<file path="src/hbc_pkg.sv">
package hbc_pkg;
  // Timing at 200 MHz, 5 ns period.
  localparam int CLK_PERIOD_PS        = 5000;
  localparam int LIMIT_OFF_TIME_NS    = 20000;
  localparam int SHORT_BLANK_TIME_NS  = 16500;
  localparam int LIMIT_OFF_CYCLES     = (LIMIT_OFF_TIME_NS * 1000) / CLK_PERIOD_PS;
  localparam int SHORT_BLANK_CYCLES   = (SHORT_BLANK_TIME_NS * 1000) / CLK_PERIOD_PS;
  localparam int TMR_W                = 16;
  // Controller register offsets.
  localparam logic [11:0] REG_CTRL    = 12'h000;
  localparam logic [11:0] REG_STATUS  = 12'h004;
  localparam logic [11:0] REG_IRQ_ST  = 12'h008;
  localparam logic [11:0] REG_IRQ_MSK = 12'h00c;
  // Field positions.
  localparam int CTRL_DIR_A           = 0;
  localparam int CTRL_DIR_B           = 1;
  localparam int CTRL_DIS_HI          = 2;
  localparam int CTRL_DIS_LO_N        = 3;
  localparam int IRQ_FAULT_SET        = 0;
  localparam int IRQ_FAULT_CLR        = 1;
  // Value after reset: bridge disabled by both inputs, directions low.
  localparam logic [3:0] CTRL_RESET   = 4'h4;
  localparam logic [1:0] IRQ_RESET    = 2'h0;
  typedef enum logic [1:0] {HBC_HIZ, HBC_FWD, HBC_REV, HBC_BRAKE} hbc_mode_e;
endpackage

</file>
<file path="src/hbc_if.sv">
`timescale 1ns/1ps
interface hbc_if;
  logic dir_in_a;
  logic dir_in_b;
  logic disable_hi;
  logic disable_lo_n;
  logic fault_flag_n_oe;
  logic fault_flag_n;
  logic bridge_out_a;
  logic bridge_out_b;
  logic bridge_oe;
  // Open-drain fault line with external pull-up.
  assign fault_flag_n = fault_flag_n_oe ? 1'b0 : 1'b1;
  modport device (
    input  dir_in_a, dir_in_b, disable_hi, disable_lo_n, fault_flag_n,
    output fault_flag_n_oe, bridge_out_a, bridge_out_b, bridge_oe
  );
  modport host (
    output dir_in_a, dir_in_b, disable_hi, disable_lo_n,
    input  fault_flag_n, fault_flag_n_oe, bridge_out_a, bridge_out_b, bridge_oe
  );
endinterface

</file>
<file path="src/hbc_device.sv">
// The APB register port and the placing of the registers are this design's own decisions.
`timescale 1ns/1ps
// Functional notes
// - Drive only when enabled, no fault, not in off-time.
// - Equal inputs brake on both high or low.
// - Each direction input drives its output true.
// - Either disable asserted tri-states both outputs.
// - Under-voltage tri-states, flags; recovers automatically.
// - Short circuit latches outputs off, flags.
// - Short latch cleared at run time only by disable edge.
// - Power cycle also clears latches; flag held low in reset.
// - Over-temperature latches outputs off, flags.
// - Re-enable after thermal reset needs hysteresis clear.
// - Current limit tri-states for fixed off-time.
// - Over-limit temperature trips.
// - Over-limit during blanking is a hard short.
// - Fault flag is open-drain, pulled low.
// - Disable asserted holds flag low.
module hbc_device
  import hbc_pkg::*;
(
  input  wire logic pclk,
  input  wire logic presetn,
  hbc_if.device     pins,
  input  wire logic supply_ok,
  input  wire logic over_current,
  input  wire logic temp_over_trip,
  input  wire logic temp_below_hyst,
  output logic      short_latched,
  output logic      thermal_latched,
  output logic      limit_active
);
  import hbc_pkg::*;

  logic [3:0]       meta_q;
  logic [3:0]       sync_q;
  logic [3:0]       prev_q;
  logic             clear_edge;
  logic             enabled;
  logic             fault;
  logic             drive_en;
  logic             drive_en_q;
  logic             activation;
  logic [TMR_W-1:0] blank_q;
  logic [TMR_W-1:0] off_q;
  logic             thermal_hold_q;
  logic             out_a_q;
  logic             out_b_q;
  logic             oe_q;
  logic             flag_q;
  logic [3:0]       sense_meta_q;
  logic [3:0]       sense_q;
  logic             supply_ok_s;
  logic             over_current_s;
  logic             temp_over_trip_s;
  logic             temp_below_hyst_s;
  hbc_mode_e        mode;

  // Two-stage synchronisers on the four control pins.
  always_ff @(posedge pclk or negedge presetn) begin
    if (!presetn) begin
      meta_q <= CTRL_RESET;
      sync_q <= CTRL_RESET;
      prev_q <= CTRL_RESET;
    end else begin
      meta_q <= {pins.disable_lo_n, pins.disable_hi, pins.dir_in_b, pins.dir_in_a};
      sync_q <= meta_q;
      prev_q <= sync_q;
    end
  end

  // Falling edge of disable_hi or rising edge of disable_lo_n.
  assign clear_edge = (prev_q[2] & ~sync_q[2]) | (~prev_q[3] & sync_q[3]);
  assign enabled    = ~sync_q[2] & sync_q[3];

  // The sensor levels come from the analog side, so they are resynchronised as well.
  always_ff @(posedge pclk or negedge presetn) begin
    if (!presetn) begin
      sense_meta_q <= '0;
      sense_q      <= '0;
    end else begin
      sense_meta_q <= {temp_below_hyst, temp_over_trip, over_current, supply_ok};
      sense_q      <= sense_meta_q;
    end
  end

  assign supply_ok_s       = sense_q[0];
  assign over_current_s    = sense_q[1];
  assign temp_over_trip_s  = sense_q[2];
  assign temp_below_hyst_s = sense_q[3];

  // Short-circuit latch, set by a hard short inside the blanking window.
  always_ff @(posedge pclk or negedge presetn) begin
    if (!presetn) begin
      short_latched <= 1'b0;
    end else if (oe_q && over_current_s && blank_q != '0) begin
      short_latched <= 1'b1;
    end else if (clear_edge) begin
      short_latched <= 1'b0;
    end
  end

  // Thermal latch; after a clear, drive waits for the hysteresis point.
  always_ff @(posedge pclk or negedge presetn) begin
    if (!presetn) begin
      thermal_latched <= 1'b0;
      thermal_hold_q  <= 1'b0;
    end else begin
      if (temp_over_trip_s) begin
        thermal_latched <= 1'b1;
      end else if (clear_edge) begin
        thermal_latched <= 1'b0;
      end
      if (temp_over_trip_s) begin
        thermal_hold_q <= 1'b1;
      end else if (temp_below_hyst_s) begin
        thermal_hold_q <= 1'b0;
      end
    end
  end

  assign fault      = short_latched | thermal_latched | thermal_hold_q | ~supply_ok_s;
  assign drive_en   = enabled & ~fault & (off_q == '0);
  assign activation = drive_en & ~drive_en_q;

  // Blanking timer restarts on every activation.
  always_ff @(posedge pclk or negedge presetn) begin
    if (!presetn) begin
      drive_en_q <= 1'b0;
      blank_q    <= '0;
    end else begin
      drive_en_q <= drive_en;
      if (activation) begin
        blank_q <= TMR_W'(SHORT_BLANK_CYCLES);
      end else if (blank_q != '0) begin
        blank_q <= blank_q - 1'b1;
      end
    end
  end

  // Constant off-time current limiting after the blanking window.
  always_ff @(posedge pclk or negedge presetn) begin
    if (!presetn) begin
      off_q <= '0;
    end else if (off_q != '0) begin
      off_q <= off_q - 1'b1;
    end else if (oe_q && over_current_s && blank_q == '0) begin
      off_q <= TMR_W'(LIMIT_OFF_CYCLES);
    end
  end
  assign limit_active = off_q != '0;

  // Bridge state from drive permission and the two direction levels.
  function automatic hbc_mode_e decode_mode(input logic drive,
                                            input logic dir_a,
                                            input logic dir_b);
    hbc_mode_e m;
    if (!drive) begin
      m = HBC_HIZ;
    end else if (dir_a == dir_b) begin
      m = HBC_BRAKE;
    end else if (dir_a) begin
      m = HBC_FWD;
    end else begin
      m = HBC_REV;
    end
    return m;
  endfunction

  assign mode = decode_mode(drive_en, sync_q[0], sync_q[1]);

  always_ff @(posedge pclk or negedge presetn) begin
    if (!presetn) begin
      out_a_q <= 1'b0;
      out_b_q <= 1'b0;
      oe_q    <= 1'b0;
    end else begin
      unique case (mode)
        HBC_HIZ: begin
          out_a_q <= 1'b0;
          out_b_q <= 1'b0;
        end
        HBC_FWD: begin
          out_a_q <= 1'b1;
          out_b_q <= 1'b0;
        end
        HBC_REV: begin
          out_a_q <= 1'b0;
          out_b_q <= 1'b1;
        end
        HBC_BRAKE: begin
          out_a_q <= sync_q[0];
          out_b_q <= sync_q[1];
        end
      endcase
      oe_q <= mode != HBC_HIZ;
    end
  end

  // Flag low on any fault or disable; current limiting is not a fault.
  always_ff @(posedge pclk or negedge presetn) begin
    if (!presetn) begin
      flag_q <= 1'b1;
    end else begin
      flag_q <= fault | ~enabled;
    end
  end

  assign pins.bridge_out_a    = out_a_q;
  assign pins.bridge_out_b    = out_b_q;
  assign pins.bridge_oe       = oe_q;
  assign pins.fault_flag_n_oe = flag_q;
endmodule // hbc_device

</file>
<file path="src/flat_wrapper.sv">
// flat-port wrapper written by rule: the top's interface ports become plain ports
module hbc_device_flat import hbc_pkg::*;
  (pclk, presetn, supply_ok, over_current, temp_over_trip, temp_below_hyst, short_latched, thermal_latched, limit_active, pins_dir_in_a, pins_dir_in_b, pins_disable_hi, pins_disable_lo_n, pins_fault_flag_n_oe, pins_bridge_out_a, pins_bridge_out_b, pins_bridge_oe);
  hbc_if pins_i ();
  input  wire logic pclk;
  input  wire logic presetn;
  input  wire logic supply_ok;
  input  wire logic over_current;
  input  wire logic temp_over_trip;
  input  wire logic temp_below_hyst;
  output logic short_latched;
  output logic thermal_latched;
  output logic limit_active;
  input wire logic [$bits(pins_i.dir_in_a)-1:0] pins_dir_in_a;
  input wire logic [$bits(pins_i.dir_in_b)-1:0] pins_dir_in_b;
  input wire logic [$bits(pins_i.disable_hi)-1:0] pins_disable_hi;
  input wire logic [$bits(pins_i.disable_lo_n)-1:0] pins_disable_lo_n;
  output wire logic [$bits(pins_i.fault_flag_n_oe)-1:0] pins_fault_flag_n_oe;
  output wire logic [$bits(pins_i.bridge_out_a)-1:0] pins_bridge_out_a;
  output wire logic [$bits(pins_i.bridge_out_b)-1:0] pins_bridge_out_b;
  output wire logic [$bits(pins_i.bridge_oe)-1:0] pins_bridge_oe;
  assign pins_i.dir_in_a = pins_dir_in_a;
  assign pins_i.dir_in_b = pins_dir_in_b;
  assign pins_i.disable_hi = pins_disable_hi;
  assign pins_i.disable_lo_n = pins_disable_lo_n;
  assign pins_fault_flag_n_oe = pins_i.fault_flag_n_oe;
  assign pins_bridge_out_a = pins_i.bridge_out_a;
  assign pins_bridge_out_b = pins_i.bridge_out_b;
  assign pins_bridge_oe = pins_i.bridge_oe;
  hbc_device u_core (.pclk(pclk), .presetn(presetn), .pins(pins_i), .supply_ok(supply_ok), .over_current(over_current), .temp_over_trip(temp_over_trip), .temp_below_hyst(temp_below_hyst), .short_latched(short_latched), .thermal_latched(thermal_latched), .limit_active(limit_active));
endmodule
</file>
<file path="config.mk">
export PLATFORM = sky130hd
export DESIGN_NAME = hbc_device_flat
export DESIGN_NICKNAME = d
export VERILOG_FILES = /design/src/hbc_pkg.sv /design/src/hbc_if.sv /design/src/hbc_device.sv /design/src/flat_wrapper.sv
export SDC_FILE = /design/constraint.sdc
export NUM_CORES = 1
export LEC_CHECK = 0
export BUFFER_PORTS_ARGS = -buffer_cell sky130_fd_sc_hd__buf_2
export CAP_MARGIN = 20
export CORE_MARGIN = 8
export CORE_UTILIZATION = 30
export CTS_CLUSTER_DIAMETER = 30
export DETAILED_ROUTE_END_ITERATION = 6
export GPL_TIMING_DRIVEN = 0
export SLEW_MARGIN = 25
export SYNTH_ARGS = -nofsm -noshare
export SYNTH_HDL_FRONTEND = slang
export SYNTH_SLANG_ARGS = --single-unit
</file>
<file path="constraint.sdc">
create_clock -name pclk -period 2.1 [get_ports pclk]
set_clock_uncertainty 0.15 [all_clocks]
set_input_delay 0 -clock pclk [delete_from_list [all_inputs] [get_ports pclk]]
set_output_delay 0 -clock pclk [all_outputs]
set_load 0.05 [all_outputs]
</file>
* Word-level counts from Yosys, hierarchy flattened
Cells that the tools add are included.
** Storage, ports and cells
- Output and inout bits :: 7
- Memories kept :: 0
- Register bits after elaboration :: 60
- Bits in writable memories :: 0
- Logic and storage cells :: 68
- Bits in latches :: 0
- Memory bits (read-only) :: 0
** Operators by class
- Multiplexer cells :: 14
- Multipliers :: 0
- Div/mod/pow operators :: 0
- Equality and inequality tests :: 4
- Reduce and logical (&&, ||, !) cells :: 16
- Bitwise gates (word level) :: 17
- Shift-type cells :: 0
- Order comparisons :: 0
- Add/subtract/negate cells :: 2
** Operators with widths (count)
- two-way mux 16 bit :: 4
- logical NOT 16 bit :: 2
- nonzero test 16 bit :: 2
- subtractor 16 x 1 -> 16 bit, second input constant :: 2
- nonzero test 2 bit :: 6
- bitwise AND 1 bit :: 6
- two-way mux 2 bit :: 3
- inverter 1 bit :: 6
- one-hot mux 1 bit (3 select lines) :: 2
- two-way mux 1 bit :: 5
- OR 1 bit :: 5
- equality test 2 bit, second input constant :: 2
- OR reduction 2 bit :: 2
- logical AND 1 bit :: 3
- equality test 2 x 1 -> 1 bit, second input constant :: 1
- logical NOT 2 bit :: 1
- equality test 1 bit :: 1

* Depth between registers and ports, before layout
- Depth after elaboration :: 10
- Mapped depth :: 8
- Gate-level depth less buffers :: 6

* Least setup slack after synthesis
No wires, ideal clock.
- Path kind :: register to output
- Start point :: reg u_core.off_q[13]
- End point :: out limit_active
- Setup slack :: -123 ps
- Required time :: 1950 ps
- Cell stages (with the launch flop) :: 4
- Arrival time :: 2073 ps
- Path buffers :: 0
- Cells stage by stage :: dfrtp_1 -> or4_1 -> or4_4 -> or3b_2
** Between the ends
- Cells in the longest elaborated chain, start to end :: 1
** Ends and longest elaborated chain
- from (decl) :: line hbc_device.sv:45 : logic [TMR_W-1:0] off_q;
- from (signal assigned) :: line hbc_device.sv:146 : off_q <= off_q - 1'b1;
- from (signal assigned) :: line hbc_device.sv:148 : off_q <= TMR_W'(LIMIT_OFF_CYCLES);
- nonzero test 16 bit :: line hbc_device.sv:151 : assign limit_active = off_q != '0;
- to (decl) :: line flat_wrapper.sv:13 : output logic limit_active;
Every way passes these cells.

* Worst setup path after layout
- Start point :: reg u_core.off_q[5]
- End point :: out limit_active
The elaborated chain is that of the path after synthesis.

==> summary.txt <==
Run status
  – Status: finished, violations left
  – Failing checks: setup timing

Layout
  – Multi-input gate area: 1250 sq um
  – Antenna Cells: 0
  – Fillers: ~760
  – Layout cells sized above 1: 40.0%
  – Sequential cell area: between 1000 and 1500 sq um
  – Area Growth Syn to Fin: 41.7%
  – Post-route cell area: 3590 sq um
  – Fin util: 43.7%
  – Final nets: 300

Placement
  – Pre-CTS WS: -0.460 ns
  – DP HPWL: approximately 3.5 mm
  – RD Place Congestion: between 0.7 and 0.8
  – Port bufs: 16
  – Placed inst area: between 2000 and 3000 sq um

Pwr
  – Reg power frac: a little over two fifths
  – Sw frac: a little over a third
  – Comb power frac: 34.9%
  – Internal power: 0.00277 W
  – Leakage: between 1 and 1.5 nW
  – Total power: between 0.004 and 0.005 W
  – Clock network fraction of total power: around 22%
  – Sw Pwr: 0.00158 W
  – Worst vdd ir: between 0.3 and 0.4 mV
  – Pwr/cell area: approximately 1200 nW/um^2

Setup path
  – CP Depth: 4
  – Reg2reg end: u_core.pins.bridge_out_b$_DFF_PN0_
  – Worst setup SP type: flip-flop
  – Crit path largest cell delay: approximately 0.55 ns
  – Worst Path Arrival: between 2 and 2.5 ns
  – Slowest CP cell: or4_4
  – Worst R2R Path Depth: 6
  – Crit end category: output port
  – Crit path max-delay family: simple AND/OR/NAND/NOR gates
  – Crit path buf inv count: 1
  – Worst Path Class, Setup: reg2out
  – Critical path data required time: roughly 2.0 ns
  – Worst setup endpoint: limit_active
  – Reg2reg setup slack: -0.35 ns
  – Critical path fanouts, max: 2
  – Critical-path cell list: or4_4 -> or4_4 -> or3b_4 -> buf_6
  – CP startpoint: u_core.off_q[5]$_DFFE_PN0P_
  – Worst r2r src: u_core.off_q[5]$_DFFE_PN0P_
  – Most used cell, CP: or4_4

STA
  – Setup violators final: 15
  – Tcrit/Tclk final: 119%
  – Final setup margin: -0.395 ns
  – Hold Fails Final Rpt: 0
  – Worst-Margin Slew: 0.706 ns
  – RSZ-0062 raised after global routing: true
  – Slew margin rel.: between 50 and 60%
  – Fmax: ~0.40 GHz
  – Fin. max-slew vios: 0
  – WHS: ~0.12 ns
  – Post-layout min period: roughly 2.5 ns

Synth
  – Yosys warning total: 0
  – Asr flop ratio synth: 100%
  – Post-Syn Area per Cell: between 10 and 15 sq um
  – EDFF count, synth: 0
  – Synth Instances: between 200 and 250
  – Synth Flop Type: dfrtp_1
  – Synth Net Count: ~240
  – Post-synth cell types: between 40 and 50
  – Post-synthesis sequential area ratio: between 50 and 60%
  – #FFs+latches synth: just under 60
  – Mapped Area: around 2500 sq um

Die
  – Starting Density: 30.8%
  – IO Pins: 17
  – Die Wd: ~110 um
  – Die Ht: 108 um
  – Die ar.: roughly 12000 sq um
  – Row Count: 33
  – Core Area: ~8200 sq um

GRT
  – Gr ovfl total: 0
  – Vias in the first global route: 2019
  – Initial antenna violation count: 0
  – Tot GR Track Use: 10.6%
  – First-pass GRT wire length: roughly 10 mm
  – Largest net degree at the start of global routing: 59

Drt
  – Number of detailed-route iterations in the first pass: 4
  – Mean number of vias per cell: a little over 5
  – Iter 0 DRT Violations: 83
  – Vias: around 2000
  – Routed Antenna Nets: 0
  – DR WL/cell: between 10 and 15 um
  – # DRC: 0
  – WL final: 5.87 mm

Clocking
  – Clk Latency, worst-skew pair: 0.33 ns
  – CTS Sinks: 58
  – CTS Buf Count: 9
  – Clock root buffer: clkbuf_8
  – H-Tree Level Count: 3
  – Clock transition at path regs: approximately 0.07 ns
  – Clock Path Buffers: 2
  – CTS tree: built

Run
  – Max Cap Violations: 0

Hold path
  – Hold Path Class: in2async
through the flow:
stage | TNS [ns] | cells
3_5_place_dp | -7.34 | 343
6_report | -1.82 | 395
3_3_place_gp | -6.48 | 343
5_1_grt | -3.78 | 395
2_1_floorplan | 0 | 222
4_1_cts | -2.40 | 392
per-layer routing:
| metal | up-vias | part of all wire, % | track usage (%) |
|---|---|---|---|
| li1 | 967 | - | - |
| met1 | 999 | 42 | 12.4 |
| met2 | 34 | 53 | 17.5 |
| met3 | 7 | 3.4 | 3.47 |
| met4 | 0 | 1.4 | 4.76 |
| met5 | - | 0 | 0 |
power by group through the flow:
stage / sequential (W) / combinational (W) / clock (W)
floorplan: 0.00174 / 0.000813 / 0
global placement: 0.00181 / 0.000969 / 0
detailed placement: 0.00182 / 0.00102 / 0
CTS: 0.00181 / 0.00133 / 0.000993
global route: 0.00192 / 0.00168 / 0.00104
finish: 0.00186 / 0.00151 / 0.000964
cell families (layout without fill, tap and decap cells):
kind of cell,count (synthesis),in the layout,share of synthesized area (%)
fa+ha+maj,4,4,1.98
mux,1,1,0.445
simple gates,93,93,23.8
xor+xnor,6,6,2.08
flops,58,58,57.5
buf+inv,17,85,2.82
compound gates,43,43,11.4
how the worst min path moves through the flow:
stage / start / to / slack (ns) / cells past startpoint
after CTS: presetn / u_core.blank_q[9]$_DFFE_PN0P_ / 0.14 / 2
after floorplan: presetn / u_core.blank_q[0]$_DFFE_PN0P_ / -0.45 / 0
final: presetn / u_core.blank_q[5]$_DFFE_PN0P_ / 0.12 / 2
after detailed placement: presetn / u_core.blank_q[6]$_DFFE_PN0P_ / -0.04 / 1
after global placement: pins_disable_hi / u_core.meta_q[2]$_DFF_PN1_ / -0.04 / 1
after global routing: over_current / u_core.sense_meta_q[1]$_DFF_PN0_ / 0.13 / 2
layout make-up:
| type | count | area share (%) |
|---|---|---|
| Inverter | 10 | 1.05 |
| Clock inverter | 6 | 1.64 |
| Multi-Input combinational cell | 147 | 34.7 |
| Timing Repair Buffer | 56 | 13.7 |
| Buffer | 4 | 1.15 |
| Tap cell | 105 | 3.66 |
| Sequential cell | 58 | 40.6 |
| Clock buffer | 9 | 3.45 |
placed cells by master (no fill, tap or decap), types with 9 or more instances in the layout:
master / Yosys / layout
buf_4: 2 / 20
dfrtp_1: 54 / 53
buf_6: 0 / 12
clkbuf_8: 0 / 9
dlygate4sd3_1: 0 / 9
nand3_1: 10 / 10
nor2_1: 12 / 11
buf_2: 0 / 14
flip-flops by register name, indices dropped and copies added, names as in the netlist:
signal,flops
u_core.drive_en_q,1
u_core.thermal_latched,1
u_core.pins.fault_flag_n_oe,1
u_core.sync_q,4
u_core.thermal_hold_q,1
u_core.sense_q,4
u_core.sense_meta_q,4
u_core.short_latched,1
u_core.pins.bridge_oe,1
u_core.off_q,16
u_core.blank_q,16
u_core.pins.bridge_out_b,1
u_core.prev_q,2
u_core.pins.bridge_out_a,1
u_core.meta_q,4
synthesized netlist by cell type (3+ instances only):
| cell | n | share of area [%] |
|---|---|---|
| o21ai_0 | 7 | 1.4 |
| a31oi_1 | 3 | 0.74 |
| nand4_1 | 7 | 1.7 |
| xnor2_1 | 6 | 2.1 |
| dfstp_2 | 4 | 4.2 |
| o31ai_1 | 7 | 2.1 |
| nor4_1 | 5 | 1.2 |
| or4_1 | 11 | 3.3 |
| a21oi_1 | 9 | 1.8 |
| or3_1 | 11 | 2.7 |
| clkbuf_1 | 5 | 0.74 |
| ha_1 | 4 | 2.0 |
| nand2_1 | 6 | 0.89 |
| nor3_1 | 10 | 2.0 |
| inv_1 | 10 | 1.5 |
| and4_1 | 3 | 1.0 |
| nand3_1 | 10 | 2.0 |
| a211oi_1 | 3 | 0.89 |
| a21o_1 | 3 | 0.89 |
| nor4b_1 | 3 | 1.0 |
| dfrtp_1 | 54 | 53 |
| nor2_1 | 12 | 1.8 |
worst register-to-register path: stages (launching register included):
cell and delay (ns):
dfrtp_1 0.39, or4_4 0.55, or4_4 0.53, buf_4 0.15, buf_6 0.12, nor4b_4 0.32, and2_1 0.18
timing repair:
action | 4_1_cts | 5_1_grt
hold buffers | 9 | 0
setup buffers | 27 | 6
pin swaps | 19 | 14
hold endpoints to repair | 64 | 0
setup endpoints to repair | 29 | 34
gates cloned | 1 | 0
gates resized for setup | 37 | 29
No activity file was read; power rests on OpenSTA's default activity.
